<file path="config.mk">
export PLATFORM = sky130hd
export DESIGN_NAME = soc_led_display_sequencer
export DESIGN_NICKNAME = d
export VERILOG_FILES = /design/src/soc_led_pkg.sv /design/src/soc_led_display_sequencer.sv
export VERILOG_INCLUDE_DIRS = /design/src
export SDC_FILE = /design/constraint.sdc
export NUM_CORES = 1
export LEC_CHECK = 0
export BUFFER_PORTS_ARGS = -buffer_cell sky130_fd_sc_hd__buf_2
export CAP_MARGIN = 20
export CORE_MARGIN = 2
export CORE_UTILIZATION = 45
export DETAILED_ROUTE_END_ITERATION = 8
export HOLD_SLACK_MARGIN = 0.03
export SYNTH_ARGS = -nofsm -noshare
export SYNTH_HDL_FRONTEND = slang
export SYNTH_SLANG_ARGS = --single-unit
</file>
<file path="constraint.sdc">
create_clock -name clk_in -period 5.2 [get_ports clk_in]
set_clock_uncertainty 0.2 [all_clocks]
set_input_delay 0.52 -clock clk_in [delete_from_list [all_inputs] [get_ports clk_in]]
set_output_delay 0.52 -clock clk_in [all_outputs]
set_load 0.1 [all_outputs]
</file>
<file path="src/soc_led_params.svh">
// timing constants and reset defaults for the led display sequencer
`ifndef SOC_LED_PARAMS_SVH
`define SOC_LED_PARAMS_SVH
`define CLK_PERIOD_NS 20
`define TICK_PERIOD_NS 500000
`define TICK_CYCLES (`TICK_PERIOD_NS / `CLK_PERIOD_NS)
`define FLASH_HALF_RST 16'h0200
`define BLINK_HALF_RST 16'h0400
`define STEP_DELAY_RST 16'h0064
`define HOLD_TIME_S 4
`define HOLD_TICKS_RST 16'h1f40
`define SEG_COUNT 5
`endif

</file>
<file path="src/soc_led_pkg.sv">
// types shared by the led display sequencer
package soc_led_pkg;
   typedef enum logic [1:0] {
      ST_IDLE = 2'b00,
      ST_RAMP = 2'b01,
      ST_HOLD = 2'b10
   } display_request_pin_state_t;
   typedef struct packed {
      logic [15:0] flash_half_period;
      logic [15:0] blink_half_period;
      logic [15:0] segment_step_delay;
      logic [15:0] display_hold_time;
   } led_timing_t;
   typedef struct packed {
      logic soc_source_select;
      logic charge_display_enable;
      logic alarm_flash_enable;
      logic remaining_capacity_alarm;
      logic discharging;
      logic charge_above_thresh;
   } led_status_t;
endpackage

</file>
<file path="src/soc_led_display_sequencer.sv">
// led bar sequencer: ramp, hold, flash and topmost-segment blink
//
// Functional notes
// - flash lit segments, period twice flash setting
// - flash only segments the charge level needs
// - charging: flash on alarm, trigger charge or button
// - discharging: flash on button with alarm set
// - blink topmost segment only, others steady
// - topmost is lit segment nearest full
// - blink period twice setting, not discharging
// - blink on charge current or button press
// - blink setting zero disables blinking
// - ramp segments upward with step delay
// - step delay zero lights all at once
// - flash setting in 500us units, default 512
// - blink setting in 500us units, default 1024
// - charge source chosen by select bit
// - hold timer after ramp, then display off
// - step delay in 500us units, default 100
`timescale 1ns/1ps
`include "soc_led_params.svh"

module soc_led_display_sequencer
(
   input wire logic clk_in,
   input wire logic rst_in,
   input wire logic display_request_pin_in,
   input wire logic [7:0] absolute_charge_pct_in,
   input wire logic [7:0] relative_charge_pct_in,
   input wire logic [2:0] segment_total_in,
   input wire soc_led_pkg::led_status_t status_in,
   input wire soc_led_pkg::led_timing_t timing_in,
   output logic [`SEG_COUNT-1:0] segment_out,
   output logic display_active_out
);

   // ---------------------------------------------------------------
   // pin synchroniser and falling edge
   // ---------------------------------------------------------------
   logic pin_meta_r, pin_sync_r, pin_prev_r;
   logic pin_meta_nxt, pin_sync_nxt, pin_prev_nxt;
   logic button_fall;

   // first stage feeds only the second stage
   always_comb
   begin
      pin_meta_nxt = display_request_pin_in;
      pin_sync_nxt = pin_meta_r;
      pin_prev_nxt = pin_sync_r;
   end

   always_ff @(posedge clk_in or posedge rst_in)
   begin
      if (rst_in)
      begin
         pin_meta_r <= 1'b1;
         pin_sync_r <= 1'b1;
         pin_prev_r <= 1'b1;
      end
      else
      begin
         pin_meta_r <= pin_meta_nxt;
         pin_sync_r <= pin_sync_nxt;
         pin_prev_r <= pin_prev_nxt;
      end
   end

   assign button_fall = pin_prev_r & ~pin_sync_r;

   // ---------------------------------------------------------------
   // 500 us tick
   // ---------------------------------------------------------------
   localparam logic [15:0] TICK_LAST = 16'(`TICK_CYCLES - 1);
   logic [15:0] tick_cnt_r, tick_cnt_nxt;
   logic tick;

   // one divider so all display timing shares a phase
   always_comb
   begin
      tick = (tick_cnt_r == TICK_LAST);
      tick_cnt_nxt = tick ? 16'h0000 : tick_cnt_r + 16'h0001;
   end

   always_ff @(posedge clk_in or posedge rst_in)
   begin
      if (rst_in)
         tick_cnt_r <= 16'h0000;
      else
         tick_cnt_r <= tick_cnt_nxt;
   end

   // ---------------------------------------------------------------
   // segments required by the charge level
   // ---------------------------------------------------------------
   function automatic logic [2:0] seg_needed(input logic [7:0] pct,
                                             input logic [2:0] total);
      logic [15:0] prod;
      logic [2:0] n;
      prod = 16'(pct) * 16'(total) + 16'd99;
      prod = prod / 16'd100;
      // clamp before narrowing so a reading above 100 cannot wrap
      if (prod > 16'(total))
         prod = 16'(total);
      n = prod[2:0];
      if (n == 3'd0)
         n = 3'd1; // lowest segment stays lit even at zero charge
      return n;
   endfunction

   logic [7:0] soc_pct;
   logic [2:0] target;
   logic [2:0] total_clamped;

   // total clamped to the 3..5 bar sizes supported
   always_comb
   begin
      total_clamped = segment_total_in;
      if (total_clamped < 3'd3)
         total_clamped = 3'd3;
      if (total_clamped > 3'd5)
         total_clamped = 3'd5;
      soc_pct = status_in.soc_source_select ? absolute_charge_pct_in
                                            : relative_charge_pct_in;
      target = seg_needed(soc_pct, total_clamped);
   end

   // ---------------------------------------------------------------
   // activation request decode
   // ---------------------------------------------------------------
   logic charge_req, alarm_on, flash_req, blink_req, start_req;

   always_comb
   begin
      charge_req = ~status_in.discharging & status_in.charge_display_enable
                   & status_in.charge_above_thresh;
      alarm_on = status_in.alarm_flash_enable
                 & status_in.remaining_capacity_alarm;
      start_req = button_fall | charge_req;
      flash_req = alarm_on & (button_fall
                  | (~status_in.discharging
                     & status_in.charge_display_enable));
      blink_req = ~status_in.discharging
                  & (charge_req | button_fall);
   end

   // ---------------------------------------------------------------
   // display sequencer
   // ---------------------------------------------------------------
   soc_led_pkg::display_request_pin_state_t state_r, state_nxt;
   logic [2:0] lit_r, lit_nxt;
   logic [15:0] wait_r, wait_nxt;
   logic flash_mode_r, flash_mode_nxt;
   logic blink_mode_r, blink_mode_nxt;

   // a new request during hold only adds flash or blink mode; the lit count and hold timer carry on
   always_comb
   begin
      state_nxt = state_r;
      lit_nxt = lit_r;
      wait_nxt = wait_r;
      flash_mode_nxt = flash_mode_r;
      blink_mode_nxt = blink_mode_r;
      case (state_r)
         soc_led_pkg::ST_IDLE:
         begin
            if (start_req)
            begin
               flash_mode_nxt = flash_req;
               blink_mode_nxt = blink_req;
               wait_nxt = 16'h0000;
               if (timing_in.segment_step_delay == 16'h0000)
               begin
                  lit_nxt = target;
                  state_nxt = soc_led_pkg::ST_HOLD;
               end
               else
               begin
                  lit_nxt = 3'd1;
                  state_nxt = (target == 3'd1) ? soc_led_pkg::ST_HOLD
                                               : soc_led_pkg::ST_RAMP;
               end
            end
         end
         soc_led_pkg::ST_RAMP:
         begin
            if (tick)
            begin
               if (wait_r + 16'h0001 >= timing_in.segment_step_delay)
               begin
                  wait_nxt = 16'h0000;
                  lit_nxt = lit_r + 3'd1;
                  if (lit_r + 3'd1 >= target)
                     state_nxt = soc_led_pkg::ST_HOLD;
               end
               else
                  wait_nxt = wait_r + 16'h0001;
            end
         end
         soc_led_pkg::ST_HOLD:
         begin
            if (start_req)
            begin
               flash_mode_nxt = flash_mode_r | flash_req;
               blink_mode_nxt = blink_mode_r | blink_req;
            end
            if (tick)
            begin
               if (wait_r + 16'h0001 >= timing_in.display_hold_time)
               begin
                  wait_nxt = 16'h0000;
                  lit_nxt = 3'd0;
                  flash_mode_nxt = 1'b0;
                  blink_mode_nxt = 1'b0;
                  state_nxt = soc_led_pkg::ST_IDLE;
               end
               else
                  wait_nxt = wait_r + 16'h0001;
            end
         end
         default:
         begin
            state_nxt = soc_led_pkg::ST_IDLE;
            lit_nxt = 3'd0;
         end
      endcase
   end

   always_ff @(posedge clk_in or posedge rst_in)
   begin
      if (rst_in)
      begin
         state_r <= soc_led_pkg::ST_IDLE;
         lit_r <= 3'd0;
         wait_r <= 16'h0000;
         flash_mode_r <= 1'b0;
         blink_mode_r <= 1'b0;
      end
      else
      begin
         state_r <= state_nxt;
         lit_r <= lit_nxt;
         wait_r <= wait_nxt;
         flash_mode_r <= flash_mode_nxt;
         blink_mode_r <= blink_mode_nxt;
      end
   end

   // ---------------------------------------------------------------
   // flash and blink phase counters
   // ---------------------------------------------------------------
   logic [15:0] flash_cnt_r, flash_cnt_nxt, blink_cnt_r, blink_cnt_nxt;
   logic flash_ph_r, flash_ph_nxt, blink_ph_r, blink_ph_nxt;

   // each phase toggles every half period, giving 50% duty
   always_comb
   begin
      flash_cnt_nxt = flash_cnt_r;
      flash_ph_nxt = flash_ph_r;
      blink_cnt_nxt = blink_cnt_r;
      blink_ph_nxt = blink_ph_r;
      if (state_r == soc_led_pkg::ST_IDLE)
      begin
         flash_cnt_nxt = 16'h0000;
         flash_ph_nxt = 1'b1;
         blink_cnt_nxt = 16'h0000;
         blink_ph_nxt = 1'b1;
      end
      else if (tick)
      begin
         if (flash_cnt_r + 16'h0001 >= timing_in.flash_half_period)
         begin
            flash_cnt_nxt = 16'h0000;
            flash_ph_nxt = ~flash_ph_r;
         end
         else
            flash_cnt_nxt = flash_cnt_r + 16'h0001;
         if (blink_cnt_r + 16'h0001 >= timing_in.blink_half_period)
         begin
            blink_cnt_nxt = 16'h0000;
            blink_ph_nxt = ~blink_ph_r;
         end
         else
            blink_cnt_nxt = blink_cnt_r + 16'h0001;
      end
   end

   always_ff @(posedge clk_in or posedge rst_in)
   begin
      if (rst_in)
      begin
         flash_cnt_r <= 16'h0000;
         flash_ph_r <= 1'b1;
         blink_cnt_r <= 16'h0000;
         blink_ph_r <= 1'b1;
      end
      else
      begin
         flash_cnt_r <= flash_cnt_nxt;
         flash_ph_r <= flash_ph_nxt;
         blink_cnt_r <= blink_cnt_nxt;
         blink_ph_r <= blink_ph_nxt;
      end
   end

   // ---------------------------------------------------------------
   // segment drive
   // ---------------------------------------------------------------
   logic [`SEG_COUNT-1:0] seg_nxt, seg_r;
   logic blink_on;

   // flash has priority over blink when both are requested
   always_comb
   begin
      blink_on = blink_mode_r & ~status_in.discharging
                 & (timing_in.blink_half_period != 16'h0000);
      seg_nxt = '0;
      for (int i = 0; i < `SEG_COUNT; i++)
      begin
         if (3'(i) < lit_r)
         begin
            if (flash_mode_r)
               seg_nxt[i] = flash_ph_r;
            else if (blink_on && (3'(i) == lit_r - 3'd1))
               seg_nxt[i] = blink_ph_r;
            else
               seg_nxt[i] = 1'b1;
         end
      end
   end

   always_ff @(posedge clk_in or posedge rst_in)
   begin
      if (rst_in)
         seg_r <= '0;
      else
         seg_r <= seg_nxt;
   end

   assign segment_out = seg_r;
   assign display_active_out = (state_r != soc_led_pkg::ST_IDLE);

endmodule

</file>
# Word level (Yosys, flattened, before mapping)
# Index checks and enable logic that the tools add are counted.
# totals
in_bits	92
regBits	81
elab_cells	153
# op_classes
n_reduce_logical	22
bitwise_logic	16
magnitude_cmp	13
add_sub_neg	7
mul	1
n_eq_ne	14
n_div	1
mux	65
# ops
op	count
two-way mux 16 bit	12
adder 16 x 1 -> 16 bit (second input constant)	4
>= comparator 16 bit	4
one-hot mux 16 bit (3 select lines)	1
two-way mux 3 bit	10
two-way mux 1 bit	29
divider 16 x 7 -> 16 bit (second input constant)	1
equality test 16 x 15 -> 1 bit (second input constant)	1
greater-than comparator 16 x 3 -> 1 bit	1
logical NOT 16 bit	1
two-way mux 2 bit	8
nonzero test 16 bit	1
adder 11 x 7 -> 12 bit (second input constant)	1
inequality test 2 bit (second input constant)	6
multiplier 8 x 3 -> 11 bit	1
nonzero test 2 bit	5
one-hot mux 3 bit (3 select lines)	1
AND 1 bit	8
two-way mux 8 bit	1
equality test 2 x 3 -> 1 bit (first input constant)	2
logical NOT 3 bit	2
< comparator 1 x 3 -> 1 bit (first input constant)	2
< comparator 2 x 3 -> 1 bit (first input constant)	2
one-hot mux 2 bit (3 select lines)	1
other kinds (21)	34

# Logic depth before layout (Yosys ltp)
# Gate-level depths: netlist of the first run.
# logic_depth
word_depth	16
mapped_depth	45
depth_no_buf	40

# Worst setup path before layout of the first run
# Ideal clock, no wire load.
# synth_timing
path_kind	input port to flip-flop
startpoint	input port status_in[5] (netlist bit)
endpoint	register state_r[0]
t_arrival_ps	8832
setup_ps	137
setup_slack_ps	-3970
t_required_ps	4863
stages	35
cell_sequence	clkbuf_1 > mux2i_1 > or2_2 > fa_1 > inv_1 > ha_1 > fa_1 > a211oi_1 > o21bai_1 > xor2_1 > a41oi_1 > mux2_2 > nand3_1 > a21oi_2 > or3_1 > buf_6 > a221oi_2 > a211oi_2 > or2_2 > xnor2_1 > or4_1 > a21o_1 > a21o_1 > ha_1 > a31oi_1 > or4_4 > or3_1 > or3_4 > a41oi_2 > ha_1 > nand2b_1 > a21oi_1 > nor2b_1 > o31ai_1 > o21ai_0
# synth_between
elab_chain_len	13
word_cells_on_any_way	16
cone_classes	1 x add/sub; 1 x mul; 1 x div; 2 x order compare; 2 x eq/ne; 7 x mux; 2 x reduce/logical
# synth_rtl
item	line_no	rtl
from (decl)	soc_led_display_sequencer.sv:31	input wire soc_led_pkg::led_status_t status_in,
two-way mux 8 bit (*)	soc_led_display_sequencer.sv:122	soc_pct = status_in.soc_source_select ? absolute_charge_pct_in
multiplier 8 x 3 -> 11 bit (*)	soc_led_display_sequencer.sv:99	prod = 16'(pct) * 16'(total) + 16'd99;
adder 11 x 7 -> 12 bit (*)	soc_led_display_sequencer.sv:99	
divider 16 x 7 -> 16 bit (*)	soc_led_display_sequencer.sv:100	prod = prod / 16'd100;
greater-than comparator 16 x 3 -> 1 bit	soc_led_display_sequencer.sv:102	if (prod > 16'(total))
two-way mux 3 bit (*)	soc_led_display_sequencer.sv:102	
logical NOT 3 bit	soc_led_display_sequencer.sv:105	if (n == 3'd0)
two-way mux 3 bit (*)	soc_led_display_sequencer.sv:105	
equality test 3 x 1 -> 1 bit	soc_led_display_sequencer.sv:179	state_nxt = (target == 3'd1) ? soc_led_pkg::ST_HOLD
two-way mux 2 bit	soc_led_display_sequencer.sv:179	
two-way mux 2 bit	soc_led_display_sequencer.sv:171	if (timing_in.segment_step_delay == 16'h0000)
two-way mux 2 bit	soc_led_display_sequencer.sv:166	if (start_req)
one-hot mux 2 bit (3 select lines)	soc_led_display_sequencer.sv:163	case (state_r)
to (signal assigned)	soc_led_display_sequencer.sv:232	state_r <= soc_led_pkg::ST_IDLE;
to (signal assigned)	soc_led_display_sequencer.sv:240	state_r <= state_nxt;
to (decl)	soc_led_display_sequencer.sv:149	soc_led_pkg::display_request_pin_state_t state_r, state_nxt;
# Mark *: on every way between the ends. The rest lies on a longest branch, timed or not. The select of a mux whose other input is x is not followed.
# A chain may end at the register's enable or synchronous reset.

# Final worst setup path of the first run
# Ends and elaborated chain as after synthesis.

==> results by group, run 1 <==
Outcome
  – Outcome: finished with violations
  – Failing checks: setup timing

Logic synthesis
  – Number of synthesized register bits: 81
  – Unique cell type count in the Yosys netlist: 79
  – Part of the Yosys area used for sequential elements: 0.249
  – Syn. warnings: 0
  – Net Count, Synth: 1182
  – Post-synth EDFFs: 0
  – Top FF cell, synth: dfrtp_1
  – Post-synthesis cell count: 981
  – Avg Cell Area, Syn: 8.32 um2
  – Ys async rst share: 1.00
  – Synth Cell Area: 8160 um2

Setup path
  – RR Startpoint: blink_cnt_r[0]$_DFFE_PP0P_
  – Critical Path Start: status_in[5]
  – Setup crit end kind: register
  – Top cell by count, worst path: or3_4
  – Max incr delay on CP: 0.51 ns
  – Max FO, Critical Path: 8
  – Slowest-stage cell, CP: or3_4
  – Worst flop-to-flop path endpoint: blink_cnt_r[11]$_DFFE_PP0P_
  – Reg2reg setup slack: 0.58 ns
  – CP required: 5.22 ns
  – Crit path max-delay family: simple AND/OR/NAND/NOR gates
  – Crit path depth: 34
  – Crit path kind: in2reg
  – Worst setup SP type: primary input
  – CP Buf/Inv Count: 2
  – Critical Path AT: 8.46 ns
  – Reg2Reg Depth: 16
  – Critical Path Sink: state_r[0]$_DFFE_PP0P_

Timing
  – Period utilization: 1.62
  – Actual slew at the worst max-slew pin: 0.885 ns
  – Setup ws final: -3.24 ns
  – Final hold vios: 0
  – RSZ-0062 raised after global routing: true
  – TNS Setup: -13.68 ns
  – Final critical-path required period: 8.44 ns
  – Final setup viols: 5
  – Slew headroom: 0.405
  – Count of pins over their slew limit: 0
  – Hold_ws: 0.0737 ns
  – Max Fclk: 118 MHz

Drt
  – Via count: 7618
  – DR iter-0 viols: 347
  – DR WL/cell: 13.9 um
  – Drt total wl: 19.9 mm
  – Routed Antenna Nets: 0
  – Drt drc: 0
  – Vias/cell: 5.30
  – DR top layer: met4
  – First drt pass iteration count: 4
  – WL met1: 9.52 mm
  – Met2 wire length: 9.47 mm
  – WL met3: 714 um

Clock network
  – Max clock buf depth: 2
  – Clock-pin slew on the worst setup and hold paths: 0.07 ns
  – Htree depth: 3
  – Num CTS Buffers: 9
  – Sink Count: 81
  – CTS Root Cell: clkbuf_16
  – Clk_lat worst skew: 0.35 ns
  – CTS tree: yes

Cells and area
  – Non-filler instance count after layout: 1437
  – Design Area, Final: 10900 um2
  – Post-layout util: 0.609
  – Area of the multi-input gates: 6280 um2
  – Layout cells sized above 1: 0.311
  – Nets: 1404
  – # fillers: 1583
  – Synth-to-Final Area Change: 33.5%
  – FF+latch area: 2030 um2
  – Antenna diodes: 0

GRT
  – Largest net degree at the start of global routing: 52
  – Grt ovf: 0
  – All-Layer GR Usage: 0.207
  – Vias in the first global route: 7333
  – First-pass GRT wire length: 33.6 mm
  – Initial antenna violation count: 0

Placement
  – GP Congestion: 0.866
  – DP Area: 9790 um2
  – IO Port Bufs: 97
  – Post-Place Cells: 1389
  – Dpl ws: -3.86 ns
  – Post-DP HPWL: 15.1 mm

Floorplan
  – Cell row count: 49
  – Ports: 98
  – Die X: 139 um
  – Core Footprint: 17900 um2
  – Die ar.: 19200 um2
  – Die H: 139 um
  – Starting density of the core: 0.456

Pwr
  – Peak VDD IR: 0.397 mV
  – Cell Pwr Density: 479 nW/um2
  – Power Total: 5.22 mW
  – Pleak: 5.67 nW

Flow run
  – Max-cap violations: 0

Hold path
  – Hold Path Class: in2reg
==> how the worst min path moves through the flow <==
stage                                      start                      to  cells past startpoint
after floorplan             pin_meta_r$_DFF_PP1_  pin_prev_nxt$_DFF_PP1_                      0
after global placement      pin_meta_r$_DFF_PP1_  pin_prev_nxt$_DFF_PP1_                      0
after detailed placement    pin_meta_r$_DFF_PP1_  pin_prev_nxt$_DFF_PP1_                      0
after CTS                 display_request_pin_in    pin_meta_r$_DFF_PP1_                      1
after global routing      display_request_pin_in    pin_meta_r$_DFF_PP1_                      1
final                     display_request_pin_in    pin_meta_r$_DFF_PP1_                      1
==> state kept, by name, summed over array words and instances (netlist names), 2 cells and up <==
register,flops
segment_out,5
wait_r,16
tick_cnt_r,16
blink_cnt_r,16
state_r,2
lit_r,3
flash_cnt_r,16
==> kinds of logic (layout without fill, tap and decap cells) <==
kind of cell,count (synthesis),after routing,share of synthesized area
flops,81,81,0.249
simple gates,347,348,0.213
buf+inv,126,351,0.0616
fa+ha+maj,111,111,0.176
xor+xnor,69,69,0.0740
compound gates,229,230,0.200
mux,18,18,0.0261
==> synth_stat cells, types with 8 or more instances <==
cell,number,share of area
a21oi_1,30,0.018
a211oi_1,9,0.0083
nor3_1,17,0.010
nand2b_1,32,0.025
inv_1,96,0.044
dfrtp_1,76,0.23
nor4_1,12,0.0092
xnor2_1,39,0.042
nor2_1,73,0.034
a22o_1,19,0.020
nand2_1,93,0.043
or3_1,11,0.0084
xor2_1,30,0.032
clkbuf_1,22,0.010
or2_2,11,0.0084
nor2b_1,9,0.0069
and2_1,8,0.0061
nand3_1,40,0.025
and3_1,18,0.014
a21o_1,47,0.043
o31ai_1,8,0.0074
o21ai_0,48,0.029
ha_1,102,0.16
mux2i_1,10,0.012
==> per-layer routing <==
layer | global-route usage | up-vias
met5 | 0 | -
met3 | 0.0252 | 20
li1 | - | 3911
met4 | 0.0553 | 0
met2 | 0.356 | 149
met1 | 0.276 | 3538
==> area by class of cell <==
class / instances / share of cell area
multi-input combinational: 776 / 0.576
sequential: 81 / 0.187
timing repair buffer: 238 / 0.149
inverter: 97 / 0.0335
tap: 229 / 0.0263
clock buffer: 9 / 0.0207
clock inverter: 7 / 0.00815
==> placed cells by master (no fill, tap or decap), types with 29 or more instances in the layout <==
cell and n:
a21o_1 47, buf_2 97, buf_4 127, dfrtp_1 76
ha_1 89, inv_1 90, nand2_1 89, nand2b_1 30
nand3_1 39, nor2_1 70, o21ai_0 46, xnor2_1 36
xor2_1 29
==> repair_timing <==
action / 4_1_cts / 5_1_grt
resized for setup: 60 / 33
hold endpoints to repair: 30 / 0
endpoints found under the setup margin: 5 / 5
buffers inserted: 16 / 14
gates cloned: 2 / 0
hold buffers: 1 / 0
pin swaps: 32 / 26
==> report_power, final <==
group / total (mW) / switching (mW) / internal, mW
clock network: 0.662 / 0.281 / 0.381
logic: 3.93 / 1.72 / 2.21
registers: 0.636 / 0.00242 / 0.633
(Power assumes the default switching activity.)
==> inputs of run 2 (changes only) <==
--- a/config.mk
+++ b/config.mk
@@ -8,6 +8,7 @@
 export LEC_CHECK = 0
 export BUFFER_PORTS_ARGS = -buffer_cell sky130_fd_sc_hd__buf_2
 export CAP_MARGIN = 20
+export CORE_ASPECT_RATIO = 2
 export CORE_MARGIN = 2
 export CORE_UTILIZATION = 45
 export DETAILED_ROUTE_END_ITERATION = 8
==> run 2 against run 1 <==
The flow still finishes with violations (setup timing). First-iteration DRC count decreased by 40%. Register-to-register slack got worse by 0.04 ns. Combinational power increased by 11%. Sequential power about the same. Critical path depth increased by 4. Count of clock-buffer cells in the layout increased by 1.
==> results by group, run 2 (synthesized netlist as in run 1, its figures left out) <==
Clock network
  – Sink Count: 81
  – CTS Root Cell: clkbuf_16
  – Num CTS Buffers: 9
  – Htree depth: 3
  – Hold-fix buffers, CTS: 0
  – Clk_lat worst skew: 0.35 ns
  – Clock-pin slew on the worst setup and hold paths: 0.06 ns
  – Max clock buf depth: 2
  – CTS tree: yes

Outcome
  – Failing checks: setup timing
  – Outcome: finished with violations

Cells and area
  – Synth-to-Final Area Change: 35.0%
  – Most frequent cells in the layout: buf_4 (141), buf_2 (96), inv_1 (92)
  – Design Area, Final: 11000 um2
  – Antenna diodes: 0
  – Commonest non-fill, non-tap cell in the layout: buf_4
  – Nets: 1415
  – Post-layout util: 0.620
  – Layout cells sized above 1: 0.323

Pwr
  – Power share of the combinational group: 0.773
  – Pint: 3.36 mW
  – Net Sw Frac: 0.404
  – NetSw: 2.28 mW
  – Pleak: 5.72 nW
  – Register share of total power: 0.113
  – Clock power share: 0.114
  – Cell Pwr Density: 512 nW/um2
  – Peak VDD IR: 0.496 mV

Drt
  – Vias/cell: 5.52
  – DR WL/cell: 15.9 um
  – Routed Antenna Nets: 0
  – First drt pass iteration count: 6
  – Via count: 7906
  – Drt drc: 0
  – Drt total wl: 22.8 mm
  – DR iter-0 viols: 209

Floorplan
  – Die X: 99.2 um
  – Ports: 98
  – Die H: 194 um
  – Cell row count: 69
  – Starting density of the core: 0.459
  – Die ar.: 19300 um2
  – Core Footprint: 17800 um2

Setup path
  – Worst setup SP type: primary input
  – CP Buf/Inv Count: 5
  – CP required: 5.27 ns
  – Max incr delay on CP: 0.45 ns
  – Slowest-stage cell, CP: fa_1
  – Setup crit end kind: register
  – Max FO, Critical Path: 8
  – Crit path max-delay family: simple AND/OR/NAND/NOR gates
  – Critical Path AT: 8.66 ns
  – Crit path kind: in2reg

Timing
  – Final hold vios: 0
  – Actual slew at the worst max-slew pin: 0.704 ns
  – Final setup viols: 5
  – Count of pins over their slew limit: 0
  – RSZ-0062 raised after global routing: true
  – Slew headroom: 0.519
  – Max Fclk: 116 MHz
  – Period utilization: 1.65
  – TNS Setup: -13.90 ns
  – Final critical-path required period: 8.59 ns
  – Setup ws final: -3.39 ns

Placement
  – DP Area: 9910 um2
  – IO Port Bufs: 97
  – Post-DP HPWL: 18.1 mm
  – GP Congestion: 0.900

GRT
  – All-Layer GR Usage: 0.231
  – Largest net degree at the start of global routing: 43
  – First-pass GRT wire length: 36.2 mm
  – Vias in the first global route: 8173
  – Grt ovf: 0
  – Initial antenna violation count: 0

Hold path
  – Hold Path Class: in2async

Flow run
  – Max-cap violations: 0
[run 2: per-layer routing]
| layer | wire length (um) | up-vias | global-route usage |
|---|---|---|---|
| met4 | 1430 | 0 | 0.149 |
| met1 | 7730 | 3739 | 0.204 |
| met2 | 13100 | 168 | 0.468 |
| met3 | 554 | 84 | 0.0237 |
| met5 | 0 | - | 0 |
| li1 | - | 3915 | - |
[run 2: timing repair]
action | 4_1_cts | 5_1_grt
pin swaps | 22 | 32
setup buffers | 9 | 18
cloned | 0 | 1
endpoints found under the setup margin | 5 | 5
resized for setup | 47 | 62
hold endpoints to repair | 0 | 0
[run 2: final timing paths]
| path | cells after the start | startpoint | end | slack (ns) |
|---|---|---|---|---|
| setup / recovery | 38 | status_in[5] | state_r[0]$_DFFE_PP0P_ | -3.39 |
| hold / removal | 2 | rst_in | tick_cnt_r[3]$_DFF_PP0_ | 0.06 |
| setup reg to reg | 16 | blink_cnt_r[0]$_DFFE_PP0P_ | blink_cnt_r[11]$_DFFE_PP0P_ | 0.54 |
| hold reg to reg | 0 | pin_prev_nxt$_DFF_PP1_ | pin_prev_r$_DFF_PP1_ | 0.17 |
| max in group asynchronous | 3 | rst_in | blink_cnt_r[5]$_DFFE_PP0P_ | 3.71 |
| min in group clk_in | 1 | display_request_pin_in | pin_meta_r$_DFF_PP1_ | 0.09 |
[run 2: through the flow]
stage                     cells  hold WS [ns]  power [mW]  setup slack (ns)
after floorplan             981         0.145        2.52             -3.42
after global placement     1389         0.161        4.01             -3.89
after detailed placement   1389         0.166        4.04             -3.98
after CTS                  1414        0.0776        4.98             -3.29
after global routing       1432        0.0803        5.98             -3.78
final                      1432        0.0649        5.64             -3.39
[run 2: power by group through the flow]
| stage | Sequential [mW] | Clock [mW] | Combinational [mW] |
|---|---|---|---|
| 2_1_floorplan | 0.646 | 0 | 1.87 |
| 3_3_place_gp | 0.648 | 0 | 3.36 |
| 3_5_place_dp | 0.648 | 0 | 3.40 |
| 4_1_cts | 0.636 | 0.659 | 3.68 |
| 5_1_grt | 0.636 | 0.677 | 4.67 |
| 6_report | 0.636 | 0.642 | 4.36 |
[run 2: layout make-up]
class	count	area [um2]
Clock inverter	6	67.6
Tap cell	213	267
Sequential cell	81	2030
Inverter	97	368
Clock buffer	10	229
Fill cell	1597	6760
Multi-Input combinational cell	775	6350
Timing Repair Buffer	250	1710
